**config.mk**
```make
export PLATFORM = sky130hd
export DESIGN_NAME = tfl_ctrl
export DESIGN_NICKNAME = d
export VERILOG_FILES = /design/src/hw/tfl_loop_path.v /design/src/hw/tfl_ctrl.v
export VERILOG_INCLUDE_DIRS = /design/src /design/src/hw
export SDC_FILE = /design/constraint.sdc
export NUM_CORES = 1
export LEC_CHECK = 0
export BUFFER_PORTS_ARGS = -buffer_cell sky130_fd_sc_hd__buf_2
export CAP_MARGIN = 20
export CORE_MARGIN = 2
export CORE_UTILIZATION = 35
export DETAILED_ROUTE_END_ITERATION = 16
export PLACE_DENSITY = 0.67
export SETUP_SLACK_MARGIN = 0.3
export SYNTH_ARGS = -nofsm -noshare
export SYNTH_HDL_FRONTEND = slang
export SYNTH_HIERARCHICAL = 1
export SYNTH_SLANG_ARGS = --single-unit
export TNS_END_PERCENT = 30
```
**constraint.sdc**
```tcl
create_clock -name clk_sys -period 2.5 [get_ports clk_sys]
set_input_delay 0.375 -clock clk_sys [delete_from_list [all_inputs] [get_ports clk_sys]]
set_output_delay 0.375 -clock clk_sys [all_outputs]
set_load 0.1 [all_outputs]
```
**src/hw/tfl_defines.vh**
```
// Register map, field positions and reset values of the tone and loop-back control block
`ifndef TFL_DEFINES_VH
`define TFL_DEFINES_VH

// Register byte offsets on the APB
`define TFL_ADDR_W 8
`define TFL_OFF_TONE_ONE_CTRL 8'h00
`define TFL_OFF_TONE_ONE_FREQ_LOW 8'h04
`define TFL_OFF_LOOPBACK_TEST_CONTROL 8'h08
`define TFL_OFF_FACTORY_TEST_RESERVED 8'h0c
`define TFL_OFF_STATUS 8'h10

// Reset values
`define TFL_RST_TONE_ONE_CTRL 8'h00
`define TFL_RST_TONE_ONE_FREQ_LOW 8'h00
`define TFL_RST_LOOPBACK_TEST_CONTROL 8'h00
`define TFL_RST_FACTORY_TEST_RESERVED 8'h00

// Tone control register fields
`define TFL_BIT_FREQ_MSB 0
`define TFL_BIT_RING_MODE 7

// Frequency word fields
`define TFL_FREQ_W 9
`define TFL_RING_W 6
`define TFL_HZ_W 12
`define TFL_FREQ_STEP_HZ 12'h00a

// Loop-back test control fields
`define TFL_CH2_LOOP_HI 7
`define TFL_CH2_LOOP_LO 6
`define TFL_CH1_LOOP_HI 5
`define TFL_CH1_LOOP_LO 4
`define TFL_FACTORY_BITS_HI 3

// Loop-back mode encodings
`define TFL_LOOP_OFF_A 2'h0
`define TFL_LOOP_OFF_B 2'h1
`define TFL_LOOP_DIGITAL 2'h2
`define TFL_LOOP_ANALOG 2'h3

// Status register fields
`define TFL_ST_HZ_LSB 0
`define TFL_ST_RING 12
`define TFL_ST_CH1_DIG 13
`define TFL_ST_CH1_ANA 14
`define TFL_ST_CH2_DIG 15
`define TFL_ST_CH2_ANA 16

// Default analog sample width
`define TFL_SAMPLE_W 14

`endif

```
**src/hw/tfl_loop_path.v**
```verilog
// One channel's loop-back path switch for the PCM and analog sample paths
`default_nettype none

module tfl_loop_path
#(
   parameter SAMPLE_W = 14
)
(
   // Clock and reset
   input wire clk_sys,
   input wire resetn,
   // Decoded loop-back mode
   input wire dig_loop_en,
   input wire ana_loop_en,
   // PCM side
   input wire tx_pcm_bit,
   input wire pcm_in_bit,
   output reg rx_pcm_bit,
   // Analog sample side
   input wire [SAMPLE_W-1:0] adc_sample,
   input wire [SAMPLE_W-1:0] dac_sample,
   output reg [SAMPLE_W-1:0] tx_sample,
   output reg ana_loop_active,
   output reg ana_in_ignore
);

   ////////////////////////////////////////////////////////////////////////
   // Receive PCM bit: own outgoing data replaces the serial input
   always @(posedge clk_sys or negedge resetn)
   begin
      if (!resetn)
      begin
         rx_pcm_bit <= 1'b0;
      end
      else if (dig_loop_en)
      begin
         // Serial input is dropped entirely while looping
         rx_pcm_bit <= tx_pcm_bit;
      end
      else
      begin
         rx_pcm_bit <= pcm_in_bit;
      end
   end

   ////////////////////////////////////////////////////////////////////////
   // Transmit sample: receive output fed back behind the input amplifier
   always @(posedge clk_sys or negedge resetn)
   begin
      if (!resetn)
      begin
         tx_sample <= {SAMPLE_W{1'b0}};
         ana_loop_active <= 1'b0;
         ana_in_ignore <= 1'b0;
      end
      else
      begin
         // Receive output itself is never gated, only the transmit input
         tx_sample <= ana_loop_en ? dac_sample : adc_sample;
         ana_loop_active <= ana_loop_en;
         ana_in_ignore <= ana_loop_en;
      end
   end

endmodule // tfl_loop_path

`default_nettype wire

```
**src/hw/tfl_ctrl.v**
```verilog
// Tone generator one frequency and loop-back test control registers with APB access
`include "tfl_defines.vh"
`default_nettype none

module tfl_ctrl
#(
   parameter SAMPLE_W = `TFL_SAMPLE_W
)
(
   // Clock and reset
   input wire clk_sys,
   input wire resetn,
   // APB slave
   input wire [`TFL_ADDR_W-1:0] paddr,
   input wire psel,
   input wire penable,
   input wire pwrite,
   input wire [31:0] pwdata,
   output reg pready,
   output reg [31:0] prdata,
   output reg pslverr,
   // PCM serial highway pins
   input wire pcm_serial_in,
   output reg pcm_serial_out,
   // Codec PCM bit streams, one bit per channel
   input wire [1:0] tx_pcm_bit,
   input wire pcm_slot_ch2,
   output wire [1:0] rx_pcm_bit,
   // Codec analog sample paths, channel 1 in the low half
   input wire [2*SAMPLE_W-1:0] adc_sample,
   input wire [2*SAMPLE_W-1:0] dac_sample,
   output wire [2*SAMPLE_W-1:0] tx_sample,
   output wire [1:0] ana_loop_active,
   output wire [1:0] ana_in_ignore,
   // Tone generator one settings
   output reg ch2_ring_mode_select,
   output reg [`TFL_FREQ_W-1:0] tone_one_freq_code,
   output reg [`TFL_HZ_W-1:0] tone_one_freq_hz
);

   ////////////////////////////////////////////////////////////////////////
   // Decoding helpers

   // Loop-back field decode: bit 0 is digital, bit 1 is analog
   // A one-hot result keeps the two loop modes exclusive by construction.
   // Both off codes share the default branch, so no reserved code can loop.
   function [1:0] loop_decode;
      input [1:0] sel;
      begin
         case (sel)
            `TFL_LOOP_DIGITAL: loop_decode = 2'h1;
            `TFL_LOOP_ANALOG: loop_decode = 2'h2;
            default: loop_decode = 2'h0;
         endcase
      end
   endfunction

   ////////////////////////////////////////////////////////////////////////
   // Register storage
   // All four registers are plain bytes; only the status word is derived.
   reg [7:0] tone_one_ctrl_q; // Frequency msb and ring mode
   reg [7:0] tone_one_freq_low_q; // Lower eight bits of frequency word
   reg [7:0] loopback_test_control_q; // Loop selects and factory bits
   reg [7:0] factory_test_reserved_q; // Factory-only bits, no effect here
   reg [1:0] pcm_in_sync_q; // Serial input synchroniser

   // Bus decode
   // An access edge with pready low asks for the answer; with it high, commits.
   wire setup_access = psel & penable & ~pready;
   wire commit = psel & penable & pready;
   wire wr_commit = commit & pwrite;
   reg [31:0] rd_mux;
   reg addr_hit;

   // Effective frequency words
   // Ring mode picks between two readings of the same register pair.
   wire ring_sel = tone_one_ctrl_q[`TFL_BIT_RING_MODE];
   wire [`TFL_FREQ_W-1:0] voice_code;
   wire [`TFL_FREQ_W-1:0] ring_code;
   wire [`TFL_FREQ_W-1:0] eff_code;
   wire [`TFL_HZ_W-1:0] voice_hz;
   wire [`TFL_HZ_W-1:0] eff_hz;

   // Decoded loop-back enables, index 0 is channel 1
   // Index 1 is channel 2; both come from the same decode function.
   wire [1:0] dig_loop;
   wire [1:0] ana_loop;
   wire [1:0] loop_field [0:1];

   ////////////////////////////////////////////////////////////////////////
   // Read data and address decode
   // Upper data bits read as zero; each stored register is one byte in its own word, status fills bits 16:0.
   // Status hertz field follows a write one cycle late, loop flags at once.
   always @*
   begin
      rd_mux = 32'h0000_0000;
      addr_hit = 1'b1;
      case (paddr)
         `TFL_OFF_TONE_ONE_CTRL: rd_mux[7:0] = tone_one_ctrl_q;
         `TFL_OFF_TONE_ONE_FREQ_LOW: rd_mux[7:0] = tone_one_freq_low_q;
         `TFL_OFF_LOOPBACK_TEST_CONTROL: rd_mux[7:0] = loopback_test_control_q;
         `TFL_OFF_FACTORY_TEST_RESERVED: rd_mux[7:0] = factory_test_reserved_q;
         `TFL_OFF_STATUS:
         begin
            // Live view of what the block is actually applying
            rd_mux[`TFL_ST_HZ_LSB+`TFL_HZ_W-1:`TFL_ST_HZ_LSB] = tone_one_freq_hz;
            rd_mux[`TFL_ST_RING] = ch2_ring_mode_select;
            rd_mux[`TFL_ST_CH1_DIG] = dig_loop[0];
            rd_mux[`TFL_ST_CH1_ANA] = ana_loop[0];
            rd_mux[`TFL_ST_CH2_DIG] = dig_loop[1];
            rd_mux[`TFL_ST_CH2_ANA] = ana_loop[1];
         end
         default:
         begin
            // Unmapped: zero data with an error answer
            addr_hit = 1'b0;
         end
      endcase
   end

   ////////////////////////////////////////////////////////////////////////
   // APB answer: one wait state, then pready for exactly one cycle
   // The first access edge registers the answer, the second completes it.
   // Trading one cycle per access for clean flop outputs costs nothing here,
   // as the host touches these registers only when it changes a setting.
   // Read data returns to zero outside the answer cycle, so stale data never shows.
   always @(posedge clk_sys or negedge resetn)
   begin
      if (!resetn)
      begin
         pready <= 1'b0;
         prdata <= 32'h0000_0000;
         pslverr <= 1'b0;
      end
      else if (setup_access)
      begin
         // Answer registered so that every bus output leaves a flop
         pready <= 1'b1;
         prdata <= pwrite ? 32'h0000_0000 : rd_mux;
         pslverr <= ~addr_hit;
      end
      else
      begin
         pready <= 1'b0;
         prdata <= 32'h0000_0000;
         pslverr <= 1'b0;
      end
   end

   ////////////////////////////////////////////////////////////////////////
   // Register writes, taken only at the edge where pready is sampled
   // Writing there, not at the first access edge, keeps the registers in step
   // with the master's view: a transfer abandoned before completion writes nothing.
   always @(posedge clk_sys or negedge resetn)
   begin
      if (!resetn)
      begin
         tone_one_ctrl_q <= `TFL_RST_TONE_ONE_CTRL;
         tone_one_freq_low_q <= `TFL_RST_TONE_ONE_FREQ_LOW;
         loopback_test_control_q <= `TFL_RST_LOOPBACK_TEST_CONTROL;
         factory_test_reserved_q <= `TFL_RST_FACTORY_TEST_RESERVED;
      end
      else if (wr_commit)
      begin
         case (paddr)
            `TFL_OFF_TONE_ONE_CTRL: tone_one_ctrl_q <= pwdata[7:0];
            `TFL_OFF_TONE_ONE_FREQ_LOW: tone_one_freq_low_q <= pwdata[7:0];
            // Factory bits are stored as written; they steer nothing here
            `TFL_OFF_LOOPBACK_TEST_CONTROL: loopback_test_control_q <= pwdata[7:0];
            // Kept only so a stray access is harmless
            `TFL_OFF_FACTORY_TEST_RESERVED: factory_test_reserved_q <= pwdata[7:0];
            default:
            begin
               // Status and unmapped offsets ignore writes
               tone_one_ctrl_q <= tone_one_ctrl_q;
            end
         endcase
      end
   end

   ////////////////////////////////////////////////////////////////////////
   // Tone generator one frequency selection

   // Voice band: msb from the control register, low byte below it
   // The msb sits alone in bit 0 of the control register; the ring-mode bit is bit 7.
   assign voice_code = {tone_one_ctrl_q[`TFL_BIT_FREQ_MSB], tone_one_freq_low_q};
   // Code times ten, as shift-and-add to avoid a multiplier
   // Eight times the code plus twice the code, both terms 12 bits wide.
   // Limitation: a code above 409 no longer fits and its hertz value wraps.
   // Such a code lies far outside the voice band, so no clamp is spent on it.
   assign voice_hz = {voice_code, 3'h0} + {2'h0, voice_code, 1'h0};
   // Ringing: upper three bits dropped, six-bit field alone
   assign ring_code = {3'h0, tone_one_freq_low_q[`TFL_RING_W-1:0]};
   assign eff_code = ring_sel ? ring_code : voice_code;
   // Ringing code is the frequency in hertz, 1 Hz steps
   assign eff_hz = ring_sel ? {3'h0, ring_code} : voice_hz;

   // Out-of-band words are passed on unchanged; range is the host's job
   // Registering the tone outputs makes them change one cycle after a write,
   // with code, hertz and ring flag always updated together.
   always @(posedge clk_sys or negedge resetn)
   begin
      if (!resetn)
      begin
         ch2_ring_mode_select <= 1'b0;
         tone_one_freq_code <= {`TFL_FREQ_W{1'b0}};
         tone_one_freq_hz <= {`TFL_HZ_W{1'b0}};
      end
      else
      begin
         ch2_ring_mode_select <= ring_sel;
         tone_one_freq_code <= eff_code;
         tone_one_freq_hz <= eff_hz;
      end
   end

   ////////////////////////////////////////////////////////////////////////
   // PCM serial highway

   // Serial input crosses from the highway clock: two flops first
   // The input reaches the receive bit three cycles after the pin, one cycle
   // for each synchroniser flop and one for the path switch.
   always @(posedge clk_sys or negedge resetn)
   begin
      if (!resetn)
      begin
         pcm_in_sync_q <= 2'h0;
      end
      else
      begin
         pcm_in_sync_q <= {pcm_in_sync_q[0], pcm_serial_in};
      end
   end

   // Output keeps running in every loop-back mode
   // The slot select picks which channel owns the shared output one cycle later;
   // loop-back never gates it, so the far end still sees outgoing data.
   always @(posedge clk_sys or negedge resetn)
   begin
      if (!resetn)
      begin
         pcm_serial_out <= 1'b0;
      end
      else
      begin
         pcm_serial_out <= pcm_slot_ch2 ? tx_pcm_bit[1] : tx_pcm_bit[0];
      end
   end

   ////////////////////////////////////////////////////////////////////////
   // Per-channel loop-back decode and path switch
   // Both channels share one synchronised serial input; a channel in digital
   // loop-back simply stops listening to it and hears its own outgoing bit.

   // Channel 1 field in bits 5:4, channel 2 in bits 7:6
   assign loop_field[0] = loopback_test_control_q[`TFL_CH1_LOOP_HI:`TFL_CH1_LOOP_LO];
   assign loop_field[1] = loopback_test_control_q[`TFL_CH2_LOOP_HI:`TFL_CH2_LOOP_LO];

   genvar ch;
   generate
      for (ch = 0; ch < 2; ch = ch + 1)
      begin : g_chan
         wire [1:0] mode;
         // Both 00 and 01 mean loop-back off
         assign mode = loop_decode(loop_field[ch]);
         assign dig_loop[ch] = mode[0];
         assign ana_loop[ch] = mode[1];

         // Digital loop analog loop
         tfl_loop_path #(
            .SAMPLE_W(SAMPLE_W)
         ) u_path (
            .clk_sys(clk_sys),
            .resetn(resetn),
            .dig_loop_en(dig_loop[ch]),
            .ana_loop_en(ana_loop[ch]),
            .tx_pcm_bit(tx_pcm_bit[ch]),
            .pcm_in_bit(pcm_in_sync_q[1]),
            .rx_pcm_bit(rx_pcm_bit[ch]),
            .adc_sample(adc_sample[ch*SAMPLE_W +: SAMPLE_W]),
            .dac_sample(dac_sample[ch*SAMPLE_W +: SAMPLE_W]),
            .tx_sample(tx_sample[ch*SAMPLE_W +: SAMPLE_W]),
            .ana_loop_active(ana_loop_active[ch]),
            .ana_in_ignore(ana_in_ignore[ch])
         );
      end
   endgenerate

endmodule // tfl_ctrl

`default_nettype wire

```
Word-level counts from Yosys, hierarchy flattened
Index checks and enable logic that the tools add are counted.
{"block": "word_totals", "word_cells": 55, "register_bits": 123, "output_inout_bits": 91, "in_bits": 105}
{"block": "classes", "n_eq_ne": 8, "n_bitwise": 6, "n_reduce_logical": 6, "muxes": 16, "n_addsub": 1}
{"op": "$pmux W8 S5", "n": 1}
{"op": "$mux W17", "n": 2}
{"op": "$mux W14", "n": 2}
{"op": "$mux W9", "n": 2}
{"op": "$eq A8 B4 Y1 const B", "n": 2}
{"op": "$add A12 B10 Y12", "n": 1}
{"op": "$mux W12", "n": 1}
{"op": "$eq A2 B2 Y1 const B", "n": 4}
{"op": "$eq A8 B3 Y1 const B", "n": 1}
{"op": "$eq A8 B5 Y1 const B", "n": 1}
{"op": "$logic_not A8 Y1", "n": 1}
{"op": "$pmux W2 S2", "n": 2}
{"op": "$reduce_and A2 Y1", "n": 4}
{"op": "$mux W1", "n": 6}
{"op": "$reduce_or A5 Y1", "n": 1}
{"op": "$and A1 B1 Y1", "n": 4}
{"op": "$not A1 Y1", "n": 2}

Depth between registers and ports, before layout
{"block": "logic_depth", "depth_word": 5, "depth_mapped": 6, "depth_no_buf": 6}

By module
The synthesis kept the hierarchy.
{"module": "tfl_ctrl", "seq_area_each_um2": 1901.8, "area_each_um2": 3443.3, "instances": 1, "cells_per_inst": 272}
{"module": "tfl_loop_path", "seq_area_each_um2": 400.4, "area_each_um2": 588.1, "instances": 2, "cells_per_inst": 33}

Least setup slack after synthesis
No wires, ideal clock.
{"block": "synth_timing", "path_type": "reg-to-reg", "from": "reg pready", "to": "reg tone_one_freq_low_q[0]", "setup_slack_ps": 208, "stages_incl_launch_ff": 6, "synth_period_minus_slack_ps": 2292, "arrival_ps": 2167, "n_path_buf": 1, "setup_ps": 125, "required_ps": 2375, "path_cell_list": "dfrtp_1 nand4_1 nor2_1 and4b_1 clkbuf_1 mux2_2"}
{"block": "synth_between", "elab_chain_len": 3}
{"item": "start: declaration", "line_no": "tfl_ctrl.v:19", "rtl": "output reg pready,"}
{"item": "start signal: assignment", "line_no": "tfl_ctrl.v:131", "rtl": "pready <= 1'b0;"}
{"item": "start signal: assignment", "line_no": "tfl_ctrl.v:138", "rtl": "pready <= 1'b1;"}
{"item": "start signal: assignment", "line_no": "tfl_ctrl.v:144", "rtl": "pready <= 1'b0;"}
{"item": "$and A1 B1 Y1", "line_no": "tfl_ctrl.v:70", "rtl": "wire commit = psel & penable & pready;"}
{"item": "$and A1 B1 Y1", "line_no": "tfl_ctrl.v:71", "rtl": "wire wr_commit = commit & pwrite;"}
{"item": "$reduce_and A2 Y1 (no line)"}
{"item": "end signal: assignment", "line_no": "tfl_ctrl.v:159", "rtl": "tone_one_freq_low_q <= `TFL_RST_TONE_ONE_FREQ_LOW;"}
{"item": "end signal: assignment", "line_no": "tfl_ctrl.v:167", "rtl": "`TFL_OFF_TONE_ONE_FREQ_LOW: tone_one_freq_low_q <= pwdata[7:0];"}
{"item": "end: declaration", "line_no": "tfl_ctrl.v:62", "rtl": "reg [7:0] tone_one_freq_low_q;"}
Every way passes these cells.
A chain may end at the register's enable or synchronous reset.

Worst setup path in the final report
{"block": "layout_timing", "from": "reg tone_one_freq_low_q[0]", "to": "reg tone_one_freq_hz[11]"}
{"block": "layout_between", "elab_chain_len": 2}
{"item": "$add A12 B10 Y12", "line_no": "tfl_ctrl.v:191", "rtl": "assign voice_hz = {voice_code, 3'h0} + {2'h0, voice_code, 1'h0};"}
{"item": "$mux W12", "line_no": "tfl_ctrl.v:196", "rtl": "assign eff_hz = ring_sel ? {3'h0, ring_code} : voice_hz;"}
{"item": "via eff_hz[11]", "line_no": "tfl_ctrl.v:82", "rtl": "wire [`TFL_HZ_W-1:0] eff_hz;"}
{"item": "end signal: assignment", "line_no": "tfl_ctrl.v:207", "rtl": "tone_one_freq_hz <= {`TFL_HZ_W{1'b0}};"}
{"item": "end signal: assignment", "line_no": "tfl_ctrl.v:213", "rtl": "tone_one_freq_hz <= eff_hz;"}
{"item": "end: declaration", "line_no": "tfl_ctrl.v:38", "rtl": "output reg [`TFL_HZ_W-1:0] tone_one_freq_hz"}
The timed path passes the listed nets, and every way through them passes these cells.

==> out/metrics.yaml <==
logic_synthesis:
  synth_most_common_cell: "sky130_fd_sc_hd__dfrtp_1"
  yosys.cell_types.count: 43
  synth_enable_flop_cells: 0
  synthesis.area_per_instance_um2: 13.7
  yosys_most_used_dff: "sky130_fd_sc_hd__dfrtp_1"
  ys_async_sr_fraction: 1.00
  synth_top_cells_by_count: "sky130_fd_sc_hd__dfrtp_1 (108), sky130_fd_sc_hd__mux2_2 (77), sky130_fd_sc_hd__buf_4 (17), sky130_fd_sc_hd__nor2_1 (17)"
  post-synth-top-area-fraction: 0.585
  seq_area_frac_synth: 0.585
  yosysWarnings: 6
  post_synth_main_area_contributors: "sky130_fd_sc_hd__dfrtp_1 (59%), sky130_fd_sc_hd__mux2_2 (19%), sky130_fd_sc_hd__buf_4 (2.8%), sky130_fd_sc_hd__mux2i_1 (2.0%), sky130_fd_sc_hd__ha_1 (1.9%)"
  synthesis.instances: 338
  post_synth_instance_area_um2: 4620
  yosys_register_bits: 108
  synth_top_cell_by_area: "sky130_fd_sc_hd__dfrtp_1"
sta:
  worstMarginPinSlew_ns: 0.694
  holdWs_ns: 0.143
  fin_worst_skew_ns: 0.00510
  timing.final.max_slew_violations: 0
  worst_rel_slew_slack: 0.537
  setup_viol_count_final: 0
  maxClockFrequency_mhz: 492
  min_period_ns: 2.03
  finalSetupTns_ns: 0
  layout_worst_path_cycle_share: 0.812
  rsz0062_at_grt: "false"
  timing_hold_violations_final: 0
final_layout:
  layout.filler_cells: 1152
  combined_area_of_the_multi_input_logic_cells_um2: 1770
  finalNetCount: 612
  fin_cells: 676
  areaGrowthSynthToFinish_pct: 27.1
  area.sequential_um2: 2700
  final_layout_size_suffix_gt1_frac: 0.530
  inserted_diodes: 0
floorplan:
  rows: 41
  i_o_pins: 196
  floorplan.die.width_um: 119
  fp.dieH_um: 119
  core-area_um2: 12800
  die_area_um2: 14100
  starting_density_of_the_core: 0.362
cts:
  clk-insertion-delay-late_ns: 0.34
  post-cts-setup-buffers: 0
  numClockSinks: 108
  clock-root-buffer: "sky130_fd_sc_hd__clkbuf_16"
  cts-buffers-inserted: 9
  cts-root-to-sink-buffers: 2
  cts_htree_levels: 3
  cts_tree: "yes"
  path_clk_slew_ns: 0.07
routing:
  routed_wire_length_per_instance_um: 15.7
  detailed_router_s_first_iteration_violation_count: 155
  remaining_drc_errors: 0
  drt_pre_antenna_iters: 4
  final_antenna_net_count: 0
  routed_wirelength_mm: 10.6
  route.vias.total: 3160
  route.detailed.vias_per_inst: 4.67
setup_path:
  timing.setup.critical_path_class: "reg -> reg"
  timing.critical_path.slowest_cell_delay_ns: 0.45
  crit_cells: 6
  critPathCaptureType: "register"
  cp_data_arrival_time_ns: 2.26
  worst_r2r_path_depth: 6
  worstPathRequired_ns: 2.73
  worst_path_dominant_cell_family: "adder cells"
  slowest_stage_cell_crit_path: "sky130_fd_sc_hd__dfrtp_1"
  critical_path.max_fanout: 6
  cell_by_cell_listing_of_the_critical_path: "ha_1 > fa_2 > a211oi_2 > nor2_1 > o211a_1 > mux2_2"
  worst_setup_path_start_kind: "register"
  path_buf_inv: 0
power:
  clockPowerShare: 0.378
  power_switching_mw: 1.04
  cell_internal_power_mw: 2.69
  power.total_mw: 3.73
  sw_frac_of_total: 0.278
  power.combinational.fraction: 0.143
  power_density_nw_per_um2: 635
  sequentialPowerShare: 0.480
  static-leakage-power_nw: 3.11
  peakVddDrop_uv: 360
global_routing:
  globalRoute.totalOverflow: 0
  grt_antenna_before_repair: 0
  gr-usage-all-layers: 0.155
  vias_in_the_first_global_route: 3235
  grt_pass1_wl_mm: 17.0
  maximum_number_of_pins_on_one_net_before_global_route_repair: 42
placement:
  gp_congestion: 0.784
  detailed_place_hpwl_mm: 8.03
  io_buffers: 156
  numPlacedInstances: 659
status:
  outcome: "completed"
worst_hold_path:
  hold_path_class: "in -> reg"
  min_delay_path_depth: 1
run:
  max_cap_viol_count: 0
-- worst paths after layout --
check	from	to	slack [ns]
min in group asynchronous	resetn	g_chan[1].u_path/tx_sample[2]	0.49
worst max-delay path	tone_one_freq_low_q[0]	tone_one_freq_hz[11]	0.47
worst min register to register	pcm_in_sync_q[0]	pcm_in_sync_q[1]	0.35
worst max register to register	tone_one_freq_low_q[0]	tone_one_freq_hz[11]	0.47
max in group asynchronous	resetn	g_chan[1].u_path/tx_sample[11]	1.40
worst min-delay path	pcm_serial_in	pcm_in_sync_q[0]	0.14
-- metrics by stage --
stage | cell area (µm²) | worst slack (ns) | utilization
6_report | 5870 | 0.469 | 0.460
5_1_grt | 5870 | 0.352 | 0.460
4_1_cts | 5860 | 0.299 | 0.459
3_5_place_dp | 5550 | 0.301 | 0.435
3_3_place_gp | 5550 | 0.332 | 0.435
2_1_floorplan | 4670 | 0.476 | -
-- cells in the final DEF, fill, tap and decap left out, drive strengths merged, types with 3 or more instances in the layout --
master | netlist | final
a211oi | 5 | 5
a22o | 4 | 4
a22oi | 4 | 4
and2 | 12 | 12
buf | 23 | 165
clkbuf | 7 | 11
conb | 1 | 15
dfrtp | 108 | 108
ha | 7 | 7
inv | 2 | 3
mux2 | 77 | 77
mux2i | 9 | 9
nand2 | 3 | 3
nand2b | 3 | 3
nor2 | 17 | 17
nor2b | 7 | 7
nor3 | 6 | 6
o21ai | 12 | 12
o2bb2ai | 3 | 3
or2 | 3 | 3
or3 | 3 | 3
-- power groups by stage --
stage                     Clock [mW]  Combinational [mW]  Sequential (mW)
final                           1.41               0.532             1.79
after global routing            1.54               0.558             1.79
after CTS                       1.46               0.537             1.79
after detailed placement           0               0.535             1.82
after global placement             0               0.530             1.82
after floorplan                    0               0.175             2.04
-- worst reg2reg max path, stage by stage (launching register included) --
cell,delay (ns)
sky130_fd_sc_hd__dfrtp_1,0.45
sky130_fd_sc_hd__ha_1,0.28
sky130_fd_sc_hd__fa_2,0.39
sky130_fd_sc_hd__a211oi_2,0.23
sky130_fd_sc_hd__nor2_1,0.10
sky130_fd_sc_hd__o211a_1,0.22
sky130_fd_sc_hd__mux2_2,0.26
-- layer usage --
metal	up-vias	GRT usage	part of all wire
li1	1494	-	-
met1	1499	0.198	0.44
met2	151	0.255	0.48
met3	16	0.0359	0.063
met4	0	0.0610	0.021
met5	-	0	0
-- state kept, by name (all words and copies together) (netlist names), 2 cells and up --
register and count:
prdata 17, pcm_in_sync_q 2, loopback_test_control_q 8, tone_one_freq_low_q 8, tone_one_freq_code 9, g_chan.u_path/ana_in_ignore 2
g_chan.u_path/rx_pcm_bit 2, tone_one_ctrl_q 8, tone_one_freq_hz 12, g_chan.u_path/tx_sample 28, factory_test_reserved_q 8
-- cells by family after synthesis --
family | synth area share
AOI/OAI and AO/OA | 0.0574
xor gates and xnor gates | 0.00190
adders and majority gates | 0.0233
buffers and inverters | 0.0450
DFF | 0.585
muxes | 0.207
other | 0.000812
and+or+nand+nor | 0.0794
-- final cells by class --
class / count / share of cell area
inverter: 2 / 0.00128
clock inverter: 5 / 0.0102
clock buffer: 11 / 0.0413
tap: 172 / 0.0367
multi-input combinational: 212 / 0.301
timing repair buffer: 166 / 0.149
sequential: 108 / 0.460
-- what timing repair did --
action	CTS	global route
cloned	0	0
hold endpoints to repair	23	0
pin swaps	0	1
hold buffers	1	0
resized for setup	1	2
endpoints found under the setup margin	2	2
(Power assumes the default switching activity.)
